--- src/dac_port_pkg.sv ---
// constants shared by the serial command port of the dac front end
package dac_port_pkg;
	localparam int FRAME_BITS = 24;
	localparam int DATA_BITS = 16;
	localparam int CMD_MSB = 23;
	localparam int CMD_NIB_MSB = 19;
	localparam int CMD_NIB_LSB = 16;
	localparam int SYNC_STAGES = 2;

	typedef enum logic [3:0] {
		CMD_NOP_LO = 4'h0,
		CMD_CTRL_WR = 4'h1,
		CMD_CTRL_RD = 4'h2,
		CMD_INPUT_WR = 4'h3,
		CMD_INPUT_DAC_WR = 4'h4,
		CMD_INPUT_TO_DAC = 4'h5,
		CMD_CLEAR_WR = 4'h6,
		CMD_INPUT_RD = 4'h7,
		CMD_DAC_RD = 4'h8,
		CMD_CLEAR_RD = 4'h9,
		CMD_NOP_HI = 4'hF
	} cmd_code_t;

	// output_control field positions
	localparam int CTRL_VOLT_EN = 15;
	localparam int CTRL_CURR_EN = 14;
	localparam int CTRL_RSVD = 13;
	localparam int CTRL_UNIPOLAR = 12;
	localparam int CTRL_IRANGE_SW = 11;
	localparam int CTRL_IRANGE_4MA = 10;
	localparam int CTRL_CLR_DIS = 9;
	localparam int CTRL_CLR_MODE = 8;
	localparam int CTRL_HOLD_CLR = 7;
	localparam int CTRL_FAULT_EN = 6;
	localparam int CTRL_CLR_FLAG_EN = 5;
	localparam int CTRL_ST_SHORT = 4;
	localparam int CTRL_ST_OPEN = 3;
	localparam int CTRL_ST_CLEAR = 2;
	localparam logic [15:0] CTRL_WR_MASK = 16'hDFE0;

	localparam logic [23:0] SHIFT_RESET = 24'h000000;
	localparam logic [15:0] REG_RESET = 16'h0000;
	localparam logic [15:0] ZERO_CODE = 16'h0000;
endpackage

--- src/pin_sync_if.sv ---
// synchronised pin levels and edge pulses passed from the pin sampler to the core
`timescale 1ns/1ps
interface pin_sync_if;
	logic cs_n;
	logic cs_fall;
	logic cs_rise;
	logic sclk_rise;
	logic sclk_fall;
	logic din;
	logic load_strobe_n;
	logic async_clear_n;
	logic volt_short_flag;
	logic curr_open_flag;

	modport src (
		output cs_n, cs_fall, cs_rise, sclk_rise, sclk_fall, din,
		output load_strobe_n, async_clear_n, volt_short_flag, curr_open_flag
	);
	modport dst (
		input cs_n, cs_fall, cs_rise, sclk_rise, sclk_fall, din,
		input load_strobe_n, async_clear_n, volt_short_flag, curr_open_flag
	);
endinterface

--- src/pin_sampler.sv ---
// two-flop synchronisers and edge finders for the serial port and control pins
`timescale 1ns/1ps
module pin_sampler (
	input wire logic mclk_i,
	input wire logic arst_n_i,
	input wire logic cs_n_i,
	input wire logic sclk_i,
	input wire logic din_i,
	input wire logic load_strobe_n_i,
	input wire logic async_clear_n_i,
	input wire logic volt_short_flag_i,
	input wire logic curr_open_flag_i,
	pin_sync_if.src pins
);
	localparam int N = 7;
	// idle levels: selects and strobes high, clock/data/flags low
	localparam logic [N-1:0] IDLE = 7'h19;

	logic [N-1:0] raw;
	logic [N-1:0] meta;
	logic [N-1:0] stable;
	logic [1:0] prev;
	logic [N-1:0] next_meta;
	logic [N-1:0] next_stable;
	logic [1:0] next_prev;

	assign raw = {curr_open_flag_i, volt_short_flag_i, async_clear_n_i, load_strobe_n_i,
		din_i, sclk_i, cs_n_i};

	always_comb begin
		next_meta = raw;
		next_stable = meta;
		next_prev = stable[1:0];
	end

	always_ff @(posedge mclk_i or negedge arst_n_i) begin
		if (!arst_n_i) begin
			meta <= IDLE;
			stable <= IDLE;
			prev <= IDLE[1:0];
		end else begin
			meta <= next_meta;
			stable <= next_stable;
			prev <= next_prev;
		end
	end

	// edges are found on the second stage only, never on the metastable one
	assign pins.cs_n = stable[0];
	assign pins.cs_fall = prev[0] & ~stable[0];
	assign pins.cs_rise = ~prev[0] & stable[0];
	assign pins.sclk_rise = ~prev[1] & stable[1];
	assign pins.sclk_fall = prev[1] & ~stable[1];
	assign pins.din = stable[2];
	assign pins.load_strobe_n = stable[3];
	assign pins.async_clear_n = stable[4];
	assign pins.volt_short_flag = stable[5];
	assign pins.curr_open_flag = stable[6];
endmodule

--- src/dac_serial_command_port.sv ---
// serial command port, register set and clear/fault logic of a 16-bit dac
// Summary of operation
// - chip select falling starts a 24-bit frame
// - command byte then data, msb first
// - shift data in on serial clock rise
// - serial output changes on serial clock fall
// - shift register keeps the latest 24 bits
// - chip select rising decodes and commits frame
// - readback data shifts out during next frame
// - low nibble decoded, 0000/1111 do nothing
// - code 0011 loads input register only
// - code 0100 loads input and dac registers
// - code 0101 copies input to dac register
// - 0x01 writes control, 0x02 reads it back
// - control stores D15..D14 and D12..D5, reads status D4..D2
// - D15 voltage enable, D14 current, D13 zero
// - D12 selects bipolar zero, unipolar one
// - dac updates on frame end or load strobe
// - clear input forces clear value or zero
// - fault on short, open, or clear state entered from the clear input
// - reset zeroes registers, outputs disabled
// - serial output floats while select high
// - status bits show short, open, clear state
`timescale 1ns/1ps
module dac_serial_command_port #(
	parameter int CODE_WIDTH = 16
) (
	input wire logic mclk_i,
	input wire logic arst_n_i,
	input wire logic cs_n_i,
	input wire logic sclk_i,
	input wire logic din_i,
	output logic dout_o,
	output logic dout_oe_n_o,
	input wire logic load_strobe_n_i,
	input wire logic async_clear_n_i,
	input wire logic volt_short_flag_i,
	input wire logic curr_open_flag_i,
	output logic fault_o,
	output logic fault_oe_n_o,
	output logic [CODE_WIDTH-1:0] dac_code_o,
	output logic dac_update_o,
	output logic volt_out_enable_o,
	output logic curr_out_enable_o,
	output logic unipolar_o,
	output logic [15:0] output_control_o,
	output logic clear_state_flag_o
);
	pin_sync_if pins ();

	pin_sampler u_sampler (
		.mclk_i(mclk_i),
		.arst_n_i(arst_n_i),
		.cs_n_i(cs_n_i),
		.sclk_i(sclk_i),
		.din_i(din_i),
		.load_strobe_n_i(load_strobe_n_i),
		.async_clear_n_i(async_clear_n_i),
		.volt_short_flag_i(volt_short_flag_i),
		.curr_open_flag_i(curr_open_flag_i),
		.pins(pins)
	);

	// register state
	logic [dac_port_pkg::FRAME_BITS-1:0] shift_reg;
	logic [15:0] output_control;
	logic [CODE_WIDTH-1:0] input_reg;
	logic [CODE_WIDTH-1:0] dac_reg;
	logic [CODE_WIDTH-1:0] clear_reg;
	logic dac_update;

	logic [dac_port_pkg::FRAME_BITS-1:0] next_shift_reg;
	logic [15:0] next_output_control;
	logic [CODE_WIDTH-1:0] next_input_reg;
	logic [CODE_WIDTH-1:0] next_dac_reg;
	logic [CODE_WIDTH-1:0] next_clear_reg;
	logic next_dac_update;

	// serial output state
	logic dout;
	logic dout_oe_n;
	logic next_dout;
	logic next_dout_oe_n;

	// output stage state
	logic [CODE_WIDTH-1:0] dac_code;
	logic fault_oe_n;
	logic clear_state;
	logic [CODE_WIDTH-1:0] next_dac_code;
	logic next_fault_oe_n;
	logic next_clear_state;

	dac_port_pkg::cmd_code_t cmd;
	logic [15:0] frame_data;
	logic [15:0] ctrl_readback;

	function automatic logic [15:0] to_field(input logic [CODE_WIDTH-1:0] v);
		to_field = 16'(v);
	endfunction

	function automatic logic [CODE_WIDTH-1:0] from_field(input logic [15:0] v);
		from_field = CODE_WIDTH'(v);
	endfunction

	assign cmd = dac_port_pkg::cmd_code_t'(
		shift_reg[dac_port_pkg::CMD_NIB_MSB:dac_port_pkg::CMD_NIB_LSB]);
	assign frame_data = shift_reg[dac_port_pkg::DATA_BITS-1:0];

	// stored bits plus live status; D1 and D0 read as zero
	always_comb begin
		ctrl_readback = output_control & dac_port_pkg::CTRL_WR_MASK;
		ctrl_readback[dac_port_pkg::CTRL_ST_SHORT] = pins.volt_short_flag;
		ctrl_readback[dac_port_pkg::CTRL_ST_OPEN] = pins.curr_open_flag;
		ctrl_readback[dac_port_pkg::CTRL_ST_CLEAR] = clear_state;
	end

	// register next-state: shifting, frame commit and load strobe
	always_comb begin
		next_shift_reg = shift_reg;
		next_output_control = output_control;
		next_input_reg = input_reg;
		next_dac_reg = dac_reg;
		next_clear_reg = clear_reg;
		next_dac_update = 1'b0;
		if (!pins.cs_n && pins.sclk_rise) begin
			// oldest bit falls off the top, so stale bits flow on to a chained part
			next_shift_reg = {shift_reg[dac_port_pkg::FRAME_BITS-2:0], pins.din};
		end
		if (pins.cs_rise) begin
			unique case (cmd)
				dac_port_pkg::CMD_CTRL_WR: begin
					// reserved D13 is kept at zero whatever the host sends
					next_output_control = frame_data & dac_port_pkg::CTRL_WR_MASK;
				end
				dac_port_pkg::CMD_CTRL_RD: begin
					next_shift_reg[dac_port_pkg::DATA_BITS-1:0] = ctrl_readback;
				end
				dac_port_pkg::CMD_INPUT_WR: begin
					next_input_reg = from_field(frame_data);
				end
				dac_port_pkg::CMD_INPUT_DAC_WR: begin
					next_input_reg = from_field(frame_data);
					next_dac_reg = from_field(frame_data);
					next_dac_update = 1'b1;
				end
				dac_port_pkg::CMD_INPUT_TO_DAC: begin
					next_dac_reg = input_reg;
					next_dac_update = 1'b1;
				end
				dac_port_pkg::CMD_CLEAR_WR: begin
					next_clear_reg = from_field(frame_data);
				end
				dac_port_pkg::CMD_INPUT_RD: begin
					next_shift_reg[dac_port_pkg::DATA_BITS-1:0] = to_field(input_reg);
				end
				dac_port_pkg::CMD_DAC_RD: begin
					next_shift_reg[dac_port_pkg::DATA_BITS-1:0] = to_field(dac_reg);
				end
				dac_port_pkg::CMD_CLEAR_RD: begin
					next_shift_reg[dac_port_pkg::DATA_BITS-1:0] = to_field(clear_reg);
				end
				default: begin
					// no-op codes and undefined codes leave everything alone
					next_shift_reg = shift_reg;
				end
			endcase
		end
		// load strobe is level sensitive and follows the input register while low
		if (!pins.load_strobe_n) begin
			next_dac_reg = next_input_reg;
			next_dac_update = (next_input_reg != dac_reg) || next_dac_update;
		end
	end

	always_ff @(posedge mclk_i or negedge arst_n_i) begin
		if (!arst_n_i) begin
			shift_reg <= dac_port_pkg::SHIFT_RESET;
			output_control <= dac_port_pkg::REG_RESET;
			input_reg <= CODE_WIDTH'(dac_port_pkg::REG_RESET);
			dac_reg <= CODE_WIDTH'(dac_port_pkg::REG_RESET);
			clear_reg <= CODE_WIDTH'(dac_port_pkg::REG_RESET);
			dac_update <= 1'b0;
		end else begin
			shift_reg <= next_shift_reg;
			output_control <= next_output_control;
			input_reg <= next_input_reg;
			dac_reg <= next_dac_reg;
			clear_reg <= next_clear_reg;
			dac_update <= next_dac_update;
		end
	end

	// serial output: top bit presented at frame start and after each falling edge
	always_comb begin
		next_dout = dout;
		next_dout_oe_n = dout_oe_n;
		if (pins.cs_n) begin
			next_dout_oe_n = 1'b1;
		end else begin
			next_dout_oe_n = 1'b0;
		end
		if (pins.cs_fall) begin
			next_dout = shift_reg[dac_port_pkg::CMD_MSB];
		end else if (!pins.cs_n && pins.sclk_fall) begin
			// host samples on the next rising edge, which also shifts the next bit up
			next_dout = shift_reg[dac_port_pkg::CMD_MSB];
		end
	end

	always_ff @(posedge mclk_i or negedge arst_n_i) begin
		if (!arst_n_i) begin
			dout <= 1'b0;
			dout_oe_n <= 1'b1;
		end else begin
			dout <= next_dout;
			dout_oe_n <= next_dout_oe_n;
		end
	end

	// clear state and fault pin
	always_comb begin
		// clear input counts only while the disable bit is zero; hold bit forces it
		next_clear_state = (!pins.async_clear_n && !output_control[dac_port_pkg::CTRL_CLR_DIS])
			|| output_control[dac_port_pkg::CTRL_HOLD_CLR];
		next_dac_code = dac_reg;
		if (clear_state) begin
			if (output_control[dac_port_pkg::CTRL_CLR_MODE]) begin
				next_dac_code = clear_reg;
			end else begin
				next_dac_code = CODE_WIDTH'(dac_port_pkg::ZERO_CODE);
			end
		end
		// open drain: released unless a fault condition holds
		next_fault_oe_n = !(pins.volt_short_flag || pins.curr_open_flag
			|| (!pins.async_clear_n && clear_state));
	end

	always_ff @(posedge mclk_i or negedge arst_n_i) begin
		if (!arst_n_i) begin
			dac_code <= CODE_WIDTH'(dac_port_pkg::ZERO_CODE);
			fault_oe_n <= 1'b1;
			clear_state <= 1'b0;
		end else begin
			dac_code <= next_dac_code;
			fault_oe_n <= next_fault_oe_n;
			clear_state <= next_clear_state;
		end
	end

	assign dout_o = dout;
	assign dout_oe_n_o = dout_oe_n;
	assign fault_o = 1'b0;
	assign fault_oe_n_o = fault_oe_n;
	assign dac_code_o = dac_code;
	assign dac_update_o = dac_update;
	assign volt_out_enable_o = output_control[dac_port_pkg::CTRL_VOLT_EN];
	assign curr_out_enable_o = output_control[dac_port_pkg::CTRL_CURR_EN];
	assign unipolar_o = output_control[dac_port_pkg::CTRL_UNIPOLAR];
	assign output_control_o = output_control;
	assign clear_state_flag_o = clear_state;
endmodule

--- config.mk ---
export PLATFORM = sky130hd
export DESIGN_NAME = dac_serial_command_port
export DESIGN_NICKNAME = d
export VERILOG_FILES = /design/src/dac_port_pkg.sv /design/src/pin_sync_if.sv /design/src/pin_sampler.sv /design/src/dac_serial_command_port.sv
export SDC_FILE = /design/constraint.sdc
export NUM_CORES = 1
export LEC_CHECK = 0
export BUFFER_PORTS_ARGS = -buffer_cell sky130_fd_sc_hd__buf_2
export CORE_ASPECT_RATIO = 1.2
export CORE_MARGIN = 2
export CORE_UTILIZATION = 25
export CTS_BUF_LIST = sky130_fd_sc_hd__clkbuf_16
export DETAILED_ROUTE_END_ITERATION = 7
export SYNTH_ARGS = -nofsm -noshare
export SYNTH_HDL_FRONTEND = slang
export SYNTH_HIERARCHICAL = 1
export SYNTH_SLANG_ARGS = --single-unit
--- constraint.sdc ---
create_clock -name mclk_i -period 5.6 [get_ports mclk_i]
set_input_delay 1.12 -clock mclk_i [delete_from_list [all_inputs] [get_ports mclk_i]]
set_output_delay 1.12 -clock mclk_i [all_outputs]
set_load 0.05 [all_outputs]
# --- After elaboration in Yosys (flattened, before gate mapping) ---
# Index checks and enable logic that the tools add are counted.
word_totals:
  reg_bits: 119
  output_inout_bits: 41
classes:
  eq_ne: 14
  mux: 17
  bitwise_logic: 8
  reduce_logical: 20
ops:
  columns: ["operator", "count"]
  rows:
  - ["two-way mux 16 bit", 6]
  - ["case mux 16 bit (5 select lines)", 1]
  - ["two-way mux 24 bit", 2]
  - ["case mux 16 bit (2 select lines)", 1]
  - ["equality test 4 x 3 -> 1 bit (second input constant)", 4]
  - ["inequality test 16 bit", 1]
  - ["OR reduction 9 bit", 1]
  - ["equality test 4 x 2 -> 1 bit (second input constant)", 2]
  - ["equality test 4 bit (second input constant)", 2]
  - ["two-way mux 8 bit", 1]
  - ["two-way mux 1 bit", 6]
  - ["inequality test 6 x 2 -> 1 bit (second input constant)", 1]
  - ["AND reduction 2 bit", 3]
  - ["OR reduction 5 bit", 1]
  - ["bitwise AND 1 bit", 4]
  - ["equality test 4 x 1 -> 1 bit (second input constant)", 1]
  - ["logical AND 1 bit", 4]
  - ["logical NOT 1 bit", 4]
  - ["logical OR 1 bit", 4]
  - ["inequality test 2 bit (second input constant)", 2]
  - ["inverter 1 bit", 4]
  - ["OR reduction 2 bit", 2]
  - ["inequality test 3 bit (second input constant)", 1]
  - ["nonzero test 2 bit", 1]

# --- Logic depth before layout (Yosys ltp) ---
# Gate-level depths: netlist of run 1.
depth:
  ltp_word: 7
  depth_mapped: 9

# --- Cells and area by module ---
# The synthesis of run 1 kept the hierarchy.
by_module_without_submodules:
  columns: ["mod", "n_inst", "cells_per_inst", "area_each_um2", "seq_area_each_um2"]
  rows:
  - ["dac_serial_command_port", 1, 502, 5248.8, 2580.0]
  - ["pin_sampler", 1, 20, 444.2, 409.1]

# --- Worst setup path before layout of run 1 ---
# No wires, ideal clock.
synth_timing:
  path_kind: "register -> register"
  start: "register shift_reg[16] in the netlist's numbering"
  end: "register dac_update (netlist: dac_update_o)"
  setup_ns: 0.129
  arrival_time_ns: 2.420
  required_ns: 5.471
  slack_ns: 3.051
  path_stages_with_launch: 10
  path_buffers: 2
  path_cell_list: "dfrtp_1 > buf_6 > or3b_1 > a21oi_1 > buf_6 > mux2i_1 > xnor2_1 > a2111oi_0 > nand4_1 > o41a_1"
synth_via:
  elab_chain_cells: 7
  word_cells_on_any_way: 12
synth_lines:
  columns: ["element", "line", "rtl"]
  rows:
  - ["from (decl)", "dac_serial_command_port.sv:65", "logic [dac_port_pkg::FRAME_BITS-1:0] shift_reg;"]
  - ["from (signal assigned)", "dac_serial_command_port.sv:177", "shift_reg <= dac_port_pkg::SHIFT_RESET;"]
  - ["from (signal assigned)", "dac_serial_command_port.sv:184", "shift_reg <= next_shift_reg;"]
  - ["equality test 4 x 3 -> 1 bit / equality test 4 x 2 -> 1 bit (equally long branches)", "dac_serial_command_port.sv:130", "unique case (cmd)"]
  - ["OR reduction 2 bit (no line)", null, null]
  - ["two-way mux 16 bit", "dac_serial_command_port.sv:130", null]
  - ["two-way mux 16 bit", "dac_serial_command_port.sv:129", "if (pins.cs_rise) begin"]
  - ["inequality test 16 bit", "dac_serial_command_port.sv:171", "next_dac_update = (next_input_reg != dac_reg) || next_dac_update;"]
  - ["logical OR 1 bit", "dac_serial_command_port.sv:171", null]
  - ["two-way mux 1 bit *", "dac_serial_command_port.sv:169", "if (!pins.load_strobe_n) begin"]
  - ["net next_dac_update", "dac_serial_command_port.sv:77", "logic next_dac_update;"]
  - ["to (signal assigned)", "dac_serial_command_port.sv:189", "dac_update <= next_dac_update;"]
  - ["to (decl)", "dac_serial_command_port.sv:70", "logic dac_update;"]
# The timed path passes the listed nets; every way through them passes the cells marked *.
# A chain may end at the register's enable or synchronous reset.

# --- Worst setup path in the final report of run 1 ---
layout_timing:
  start: "register u_sampler.stable[0]"
  end: "register dac_update (netlist: dac_update_o)"
layout_via:
  elab_chain_cells: 5
  word_cells_on_any_way: 6
layout_lines:
  columns: ["element", "line", "rtl"]
  rows:
  - ["from (decl)", "pin_sampler.sv:21", "logic [N-1:0] stable;"]
  - ["from (signal assigned)", "pin_sampler.sv:43", "stable <= next_stable;"]
  - ["bitwise AND 1 bit *", "pin_sampler.sv:51", "assign pins.cs_rise = ~prev[0] & stable[0];"]
  - ["net pins.cs_rise", "pin_sync_if.sv:6", "logic cs_rise;"]
  - ["two-way mux 16 bit", "dac_serial_command_port.sv:129", null]
  - ["inequality test 16 bit", "dac_serial_command_port.sv:171", null]
  - ["logical OR 1 bit", "dac_serial_command_port.sv:171", null]
  - ["two-way mux 1 bit *", "dac_serial_command_port.sv:169", null]
  - ["net next_dac_update", "dac_serial_command_port.sv:77", null]
# Marks and branches as above.

==> results of run 1 <==
==> cells by family (layout without fill, tap and decap cells) <==
family                    Yosys count  in the layout
other                               1              7
and+or+nand+nor                   102            102
buffers and inverters              74            120
AOI/OAI and AO/OA                 124            124
DFF                               119            119
muxes                              89             89
xor gates and xnor gates           13             13
==> worst max-delay path: cells and delay by family, from the launching register on <==
family                    cells  cell delay, ns
AOI/OAI and AO/OA             3            1.03
xor gates and xnor gates      1            0.10
buffers and inverters         1            0.24
DFF                           1            0.57
muxes                         1            0.32
and+or+nand+nor               3            0.89
==> metal layers <==
layer,wire length (um),vias up,global-route usage [%]
met1,6610,2063,17.4
met5,0,-,0
met4,386,0,5.52
li1,-,1929,-
met2,7030,150,20.3
met3,713,25,2.29
==> cell type report <==
cell class              instances  area [um2]
inverters                      33         124
fillers                      2282       15700
clock inverters                15        62.6
multi-input cells             335        2420
flip-flops and latches        119        2990
clock buffers                  17         425
well taps                     279         349
repair buffers                 55         310
==> power breakdown <==
part | internal, mW | total [mW] | switching, mW
clock | 0.542 | 0.909 | 0.367
combinational | 0.0384 | 0.112 | 0.0739
sequential | 0.889 | 0.935 | 0.0458
total | 1.47 | 1.96 | 0.487
==> layout by cell type, fill, tap and decap left out, types with 13 or more instances in the layout <==
cell       instances
nand2_1           58
inv_1             40
a222oi_1          16
mux2_2            36
buf_2             41
o211ai_1          14
mux2i_1           53
buf_4             14
dfrtp_1          110
xnor2_1           13
o21ai_0           64
clkbuf_16         17
==> final timing paths <==
kind	slack, ns	end	depth (start not counted)
setup / recovery	2.30	dac_update_o	9
setup reg to reg	2.30	dac_update_o	9
hold / removal	0.35	u_sampler/stable[5]	0
hold reg to reg	0.35	u_sampler/stable[5]	0
max in group asynchronous	4.20	clear_reg[10]	2
min in group asynchronous	0.87	u_sampler/meta[6]	2
==> metrics by stage <==
stage / util (%) / setup WS, ns / hold WS [ns] / total power, mW / std cells
6_report: 29.8 / 2.30 / 0.351 / 1.96 / 853
5_1_grt: 29.8 / 2.09 / 0.357 / 2.03 / 853
4_1_cts: 29.8 / 2.34 / 0.353 / 1.98 / 853
3_5_place_dp: 27.7 / 2.36 / 0.338 / 1.06 / 821
3_3_place_gp: 27.7 / 2.43 / 0.339 / 1.06 / 821
2_1_floorplan: - / 3.05 / 0.331 / 1.01 / 528
==> metrics.md, run 1 <==
| Metric | Value |
|---|---|
| Placed cell areas | `0.00619 mm2` |
| Ys flop type | `dfrtp_1` |
| Most frequent cell after synthesis | `dfrtp_1` |
| Hold Startpoint | `u_sampler/meta[5]` |
| Async set-or-reset flop fraction in the synthesized netlist | `100%` |
| Slew @ Worst Pin | `0.776 ns` |
| Yosys top cell area share | `48.4%` |
| CTS H-tree depth | `4` |
| Via density | `4.89` |
| CP Class | `reg -> reg` |
| Fin area | `0.00668 mm2` |
| Final Wtd Congestion | `0.860` |
| Clock Tree Root | `clkbuf_16` |
| Post-synth EDFFs | `0` |
| Layout cells sized above 1 | `23.7%` |
| YS warnings | `6` |
| Max reg flops | `24` |
| Final Hold Vio Count | `0` |
| CP required | `5.89 ns` |
| Clock sink count | `119` |
| Min cycle time layout | `3.30 ns` |
| Avg Inst Size Synth | `10.9 um2` |
| CP cell instances | `and2b_2 > nand2b_2 > a21oi_1 > buf_4 > mux2i_1 > xnor2_1 > a2111oi_0 > nand4_1 > o41a_1` |
| Setup repair bufs after CTS | `0` |
| Final setup fails | `0` |
| ANT nets after route | `0` |
| Cell count after synthesis | `522` |
| Die footprint | `0.0240 mm2` |
| Worst setup EP type | `flip-flop` |
| Fmax | `0.303 GHz` |
| Final slew viol count | `0` |
| Post-CTS sizing | `0` |
| Global-route wire length before repair | `23.6 mm` |
| Adder-cell share of the synthesized area | `0%` |
| Initial Utilization | `25.4%` |
| Post-DP HPWL | `9.75 mm` |
| Drt wl/cell | `17.3 um` |
| Layout area overhead | `17.3%` |
| Die Wd | `142 um` |
| Pwr/cell area | `293 mW/mm2` |
| Post-synthesis xor/xnor area fraction | `2.00%` |
| CP max stage cell | `dfstp_2` |
| # diodes | `0` |
| Number of global-route vias before repair | `4017` |
| CP startpoint kind | `flip-flop` |
| Post-synthesis mux area share | `16.4%` |
| Largest net degree at the start of global routing | `62` |
| TritonCTS clock tree | `done` |
| Drc violations | `0` |
| Core area | `0.0224 mm2` |
| NumNets Final | `570` |
| RSZ-0062 raised after global routing | `false` |
| CP Max Fanout | `22` |
| Total iterations of the first detailed-routing run | `8` |
| Clk_lat worst skew | `0.41 ns` |
| Max incr delay on CP | `0.57 ns` |
| Synth Area in Simple Gates | `8.86%` |
| Setup TNS | `0 ns` |
| Synth unique cells | `54` |
| Outcome | `complete, no violations` |
| Combinational family with the most area after synthesis | `multiplexers` |
| Die Height | `169 um` |
| Seq/Total Area, Yosys | `52.5%` |
| CTS Hold Bufs | `0` |
| CP Launch Point | `u_sampler/stable[0]` |
| CTS Buf Count | `17` |
| Initial DRC count | `400` |
| Final period util | `58.9%` |
| # rows | `60` |
| Port bufs | `42` |
| CP arrival | `3.59 ns` |
| FF+latch count, synth | `119` |
| Final WL | `14.7 mm` |
| Vias post-DR | `4167` |
| Tot GR Track Use | `12.9%` |
| RR Startpoint | `u_sampler/stable[0]` |
| VDD IR-drop max | `186 uV` |
| Synthesized area | `0.00569 mm2` |
| Setup Skew | `0.00707 ns` |
| Post-synthesis compound-gate area fraction | `14.2%` |
| Max-cap check violation count | `0` |
| Commonest cells post-synth | `dfrtp_1 (110), o21ai_0 (64), nand2_1 (58), mux2i_1 (53), mux2_2 (36)` |
| Io pins | `50` |
| Leading area contributor after synthesis | `dfrtp_1` |
| GR Overflow Total | `0` |
| Area contributors post-synth | `dfrtp_1 (48%), mux2i_1 (9.3%), mux2_2 (7.1%)` |
| Slew headroom | `47.8%` |
| Clock Pin Slew Worst Setup and Hold Paths | `0.05 ns` |
| Clock buffer depth | `2` |
| Pleak | `2.93 nW` |
| Initial antenna violation count | `0` |
| Worst Hold Class | `reg -> reg` |
No activity file was read; power rests on OpenSTA's default activity.
==> inputs of run 2 (changes only) <==
Clock period 5.6 ns to 3.4 ns, I/O delays scaled along.
==> run 2 against run 1 <==
  * Worst setup slack worse by 1.8 ns
  * Combinational power increased by 68%
  * Register-to-register slack worse by 1.8 ns
  * Clock power increased by 93%
  * First-iteration DRC count shrank 24%
  * Clock-buffer cell count unchanged
  * Flip-flop and latch count stayed put
  * Routed wire length rose by 0.38%
  * Utilization increased by 0.62 points
  * Highest routed layer unchanged
==> metrics.md, run 2 (synthesized netlist as in run 1, its figures left out) <==
| Metric | Value |
|---|---|
| Final Wtd Congestion | `0.833` |
| Int Power | `2.66 mW` |
| Via density | `4.84` |
| CTS H-tree depth | `4` |
| NetSw | `0.825 mW` |
| CP Class | `reg -> reg` |
| Drc violations | `0` |
| Pwr/cell area | `511 mW/mm2` |
| Die footprint | `0.0240 mm2` |
| Slew headroom | `47.6%` |
| Placed cell areas | `0.00624 mm2` |
| NumNets Final | `577` |
| CP arrival | `3.23 ns` |
| Total iterations of the first detailed-routing run | `7` |
| Multi-input logic area | `0.00242 mm2` |
| Clock buffer depth | `2` |
| Io pins | `50` |
| Tot GR Track Use | `13.0%` |
| Final period util | `86.5%` |
| Initial Utilization | `25.4%` |
| Setup TNS | `0 ns` |
| Commonest non-fill, non-tap cell in the layout | `dfrtp_1` |
| Commonest non-fill, non-tap cells in the layout | `dfrtp_1 (110), o21ai_0 (64), nand2_1 (58)` |
| Setup repair bufs after CTS | `0` |
| Clock share of power | `50.2%` |
| VDD IR-drop max | `306 uV` |
| Worst Hold Class | `in -> async` |
| # diodes | `0` |
| Max incr delay on CP | `0.56 ns` |
| Final Util | `30.5%` |
| Switching part of the total | `23.7%` |
| Final slew viol count | `0` |
| Comb pwr share | `5.4%` |
| RR Startpoint | `shift_reg[18]` |
| Die Height | `169 um` |
| CTS Buf Count | `17` |
| Fin area | `0.00681 mm2` |
| Setup Skew | `0.00972 ns` |
| CP Launch Point | `shift_reg[18]` |
| # rows | `60` |
| RSZ-0062 raised after global routing | `false` |
| CP max stage cell | `dfrtp_1` |
| CP required | `3.69 ns` |
| Final WL | `14.8 mm` |
| Pleak | `2.99 nW` |
| CP cell instances | `or3b_1 > a21oi_1 > buf_4 > mux2i_1 > xnor2_1 > nor4_1 > nand4_1 > o41a_1` |
| Initial DRC count | `303` |
| Final Hold Vio Count | `0` |
| Worst path bufs/invs | `1` |
| Max reg flops | `24` |
| Port bufs | `42` |
| Clock Pin Slew Worst Setup and Hold Paths | `0.05 ns` |
| Max-cap check violation count | `0` |
| GR Overflow Total | `0` |
| Min cycle time layout | `2.94 ns` |
| Register area | `0.00299 mm2` |
| Fmax | `0.340 GHz` |
| CP top delay family | `simple AND/OR/NAND/NOR gates` |
| Vias post-DR | `4162` |
| TritonCTS clock tree | `done` |
| Seq pwr share | `44.4%` |
| CP startpoint kind | `flip-flop` |
| Clk_lat worst skew | `0.42 ns` |
| CP Max Fanout | `15` |
| Post-CTS sizing | `0` |
| Drt wl/cell | `17.2 um` |
| Outcome | `complete, no violations` |
| ANT nets after route | `0` |
| Fillers | `2303` |
| Die Wd | `142 um` |
| Worst setup EP type | `flip-flop` |
| Post-DP HPWL | `9.94 mm` |
| Number of global-route vias before repair | `4169` |
| Final setup fails | `0` |
| Slew @ Worst Pin | `0.782 ns` |
| Initial antenna violation count | `0` |
| Clock Tree Root | `clkbuf_16` |
| CTS Hold Bufs | `0` |
| Layout cells sized above 1 | `25.3%` |
| Core area | `0.0224 mm2` |
| Layout area overhead | `19.7%` |
| Global-route wire length before repair | `23.9 mm` |
| Clock sink count | `119` |
| Largest net degree at the start of global routing | `47` |
==> run 2: worst paths after layout <==
path,end,slack (ns),cells after the start
hold reg to reg,u_sampler/stable[5],0.35,0
setup reg to reg,dac_update_o,0.46,8
hold / removal,u_sampler/meta[5],0.28,1
setup / recovery,dac_update_o,0.46,8
max in group asynchronous,dac_reg[7],2.30,2
min in group mclk_i,u_sampler/stable[5],0.35,0
==> run 2: cell type report <==
cell class / instances / area share (%)
inverter: 33 / 1.82
sequential: 119 / 43.9
tap: 279 / 5.12
clock buffer: 17 / 6.24
timing repair buffer: 62 / 5.33
clock inverter: 15 / 2.17
multi-input combinational: 335 / 35.5
==> run 2: per-stage QoR <==
stage	setup WS (ns)	total power [mW]	hold WS (ns)	cells
3_5_place_dp	0.503	1.75	0.337	828
5_1_grt	0.267	3.62	0.310	860
2_1_floorplan	0.851	1.66	0.331	528
4_1_cts	0.479	3.52	0.287	860
6_report	0.460	3.48	0.275	860
3_3_place_gp	0.577	1.75	0.337	828
==> run 2: per-layer routing <==
metal  global-route usage (%)  share of wire (%)
met4                     5.61                2.0
met3                     2.85                5.0
met2                     21.3                 49
met5                        0                  0
met1                     16.5                 44
==> run 2: worst register-to-register path: stages (launching register included) <==
cell     delay [ns]
dfrtp_1        0.56
or3b_1         0.41
a21oi_1        0.16
buf_4          0.25
mux2i_1        0.35
xnor2_1        0.10
nor4_1         0.42
nand4_1        0.14
o41a_1         0.44
==> run 2: power by group through the flow <==
stage	Sequential (mW)	Clock (mW)	Combinational (mW)
after floorplan	1.54	0	0.120
after global placement	1.57	0	0.188
after detailed placement	1.57	0	0.189
after CTS	1.54	1.79	0.191
after global routing	1.55	1.86	0.212
final	1.55	1.75	0.188
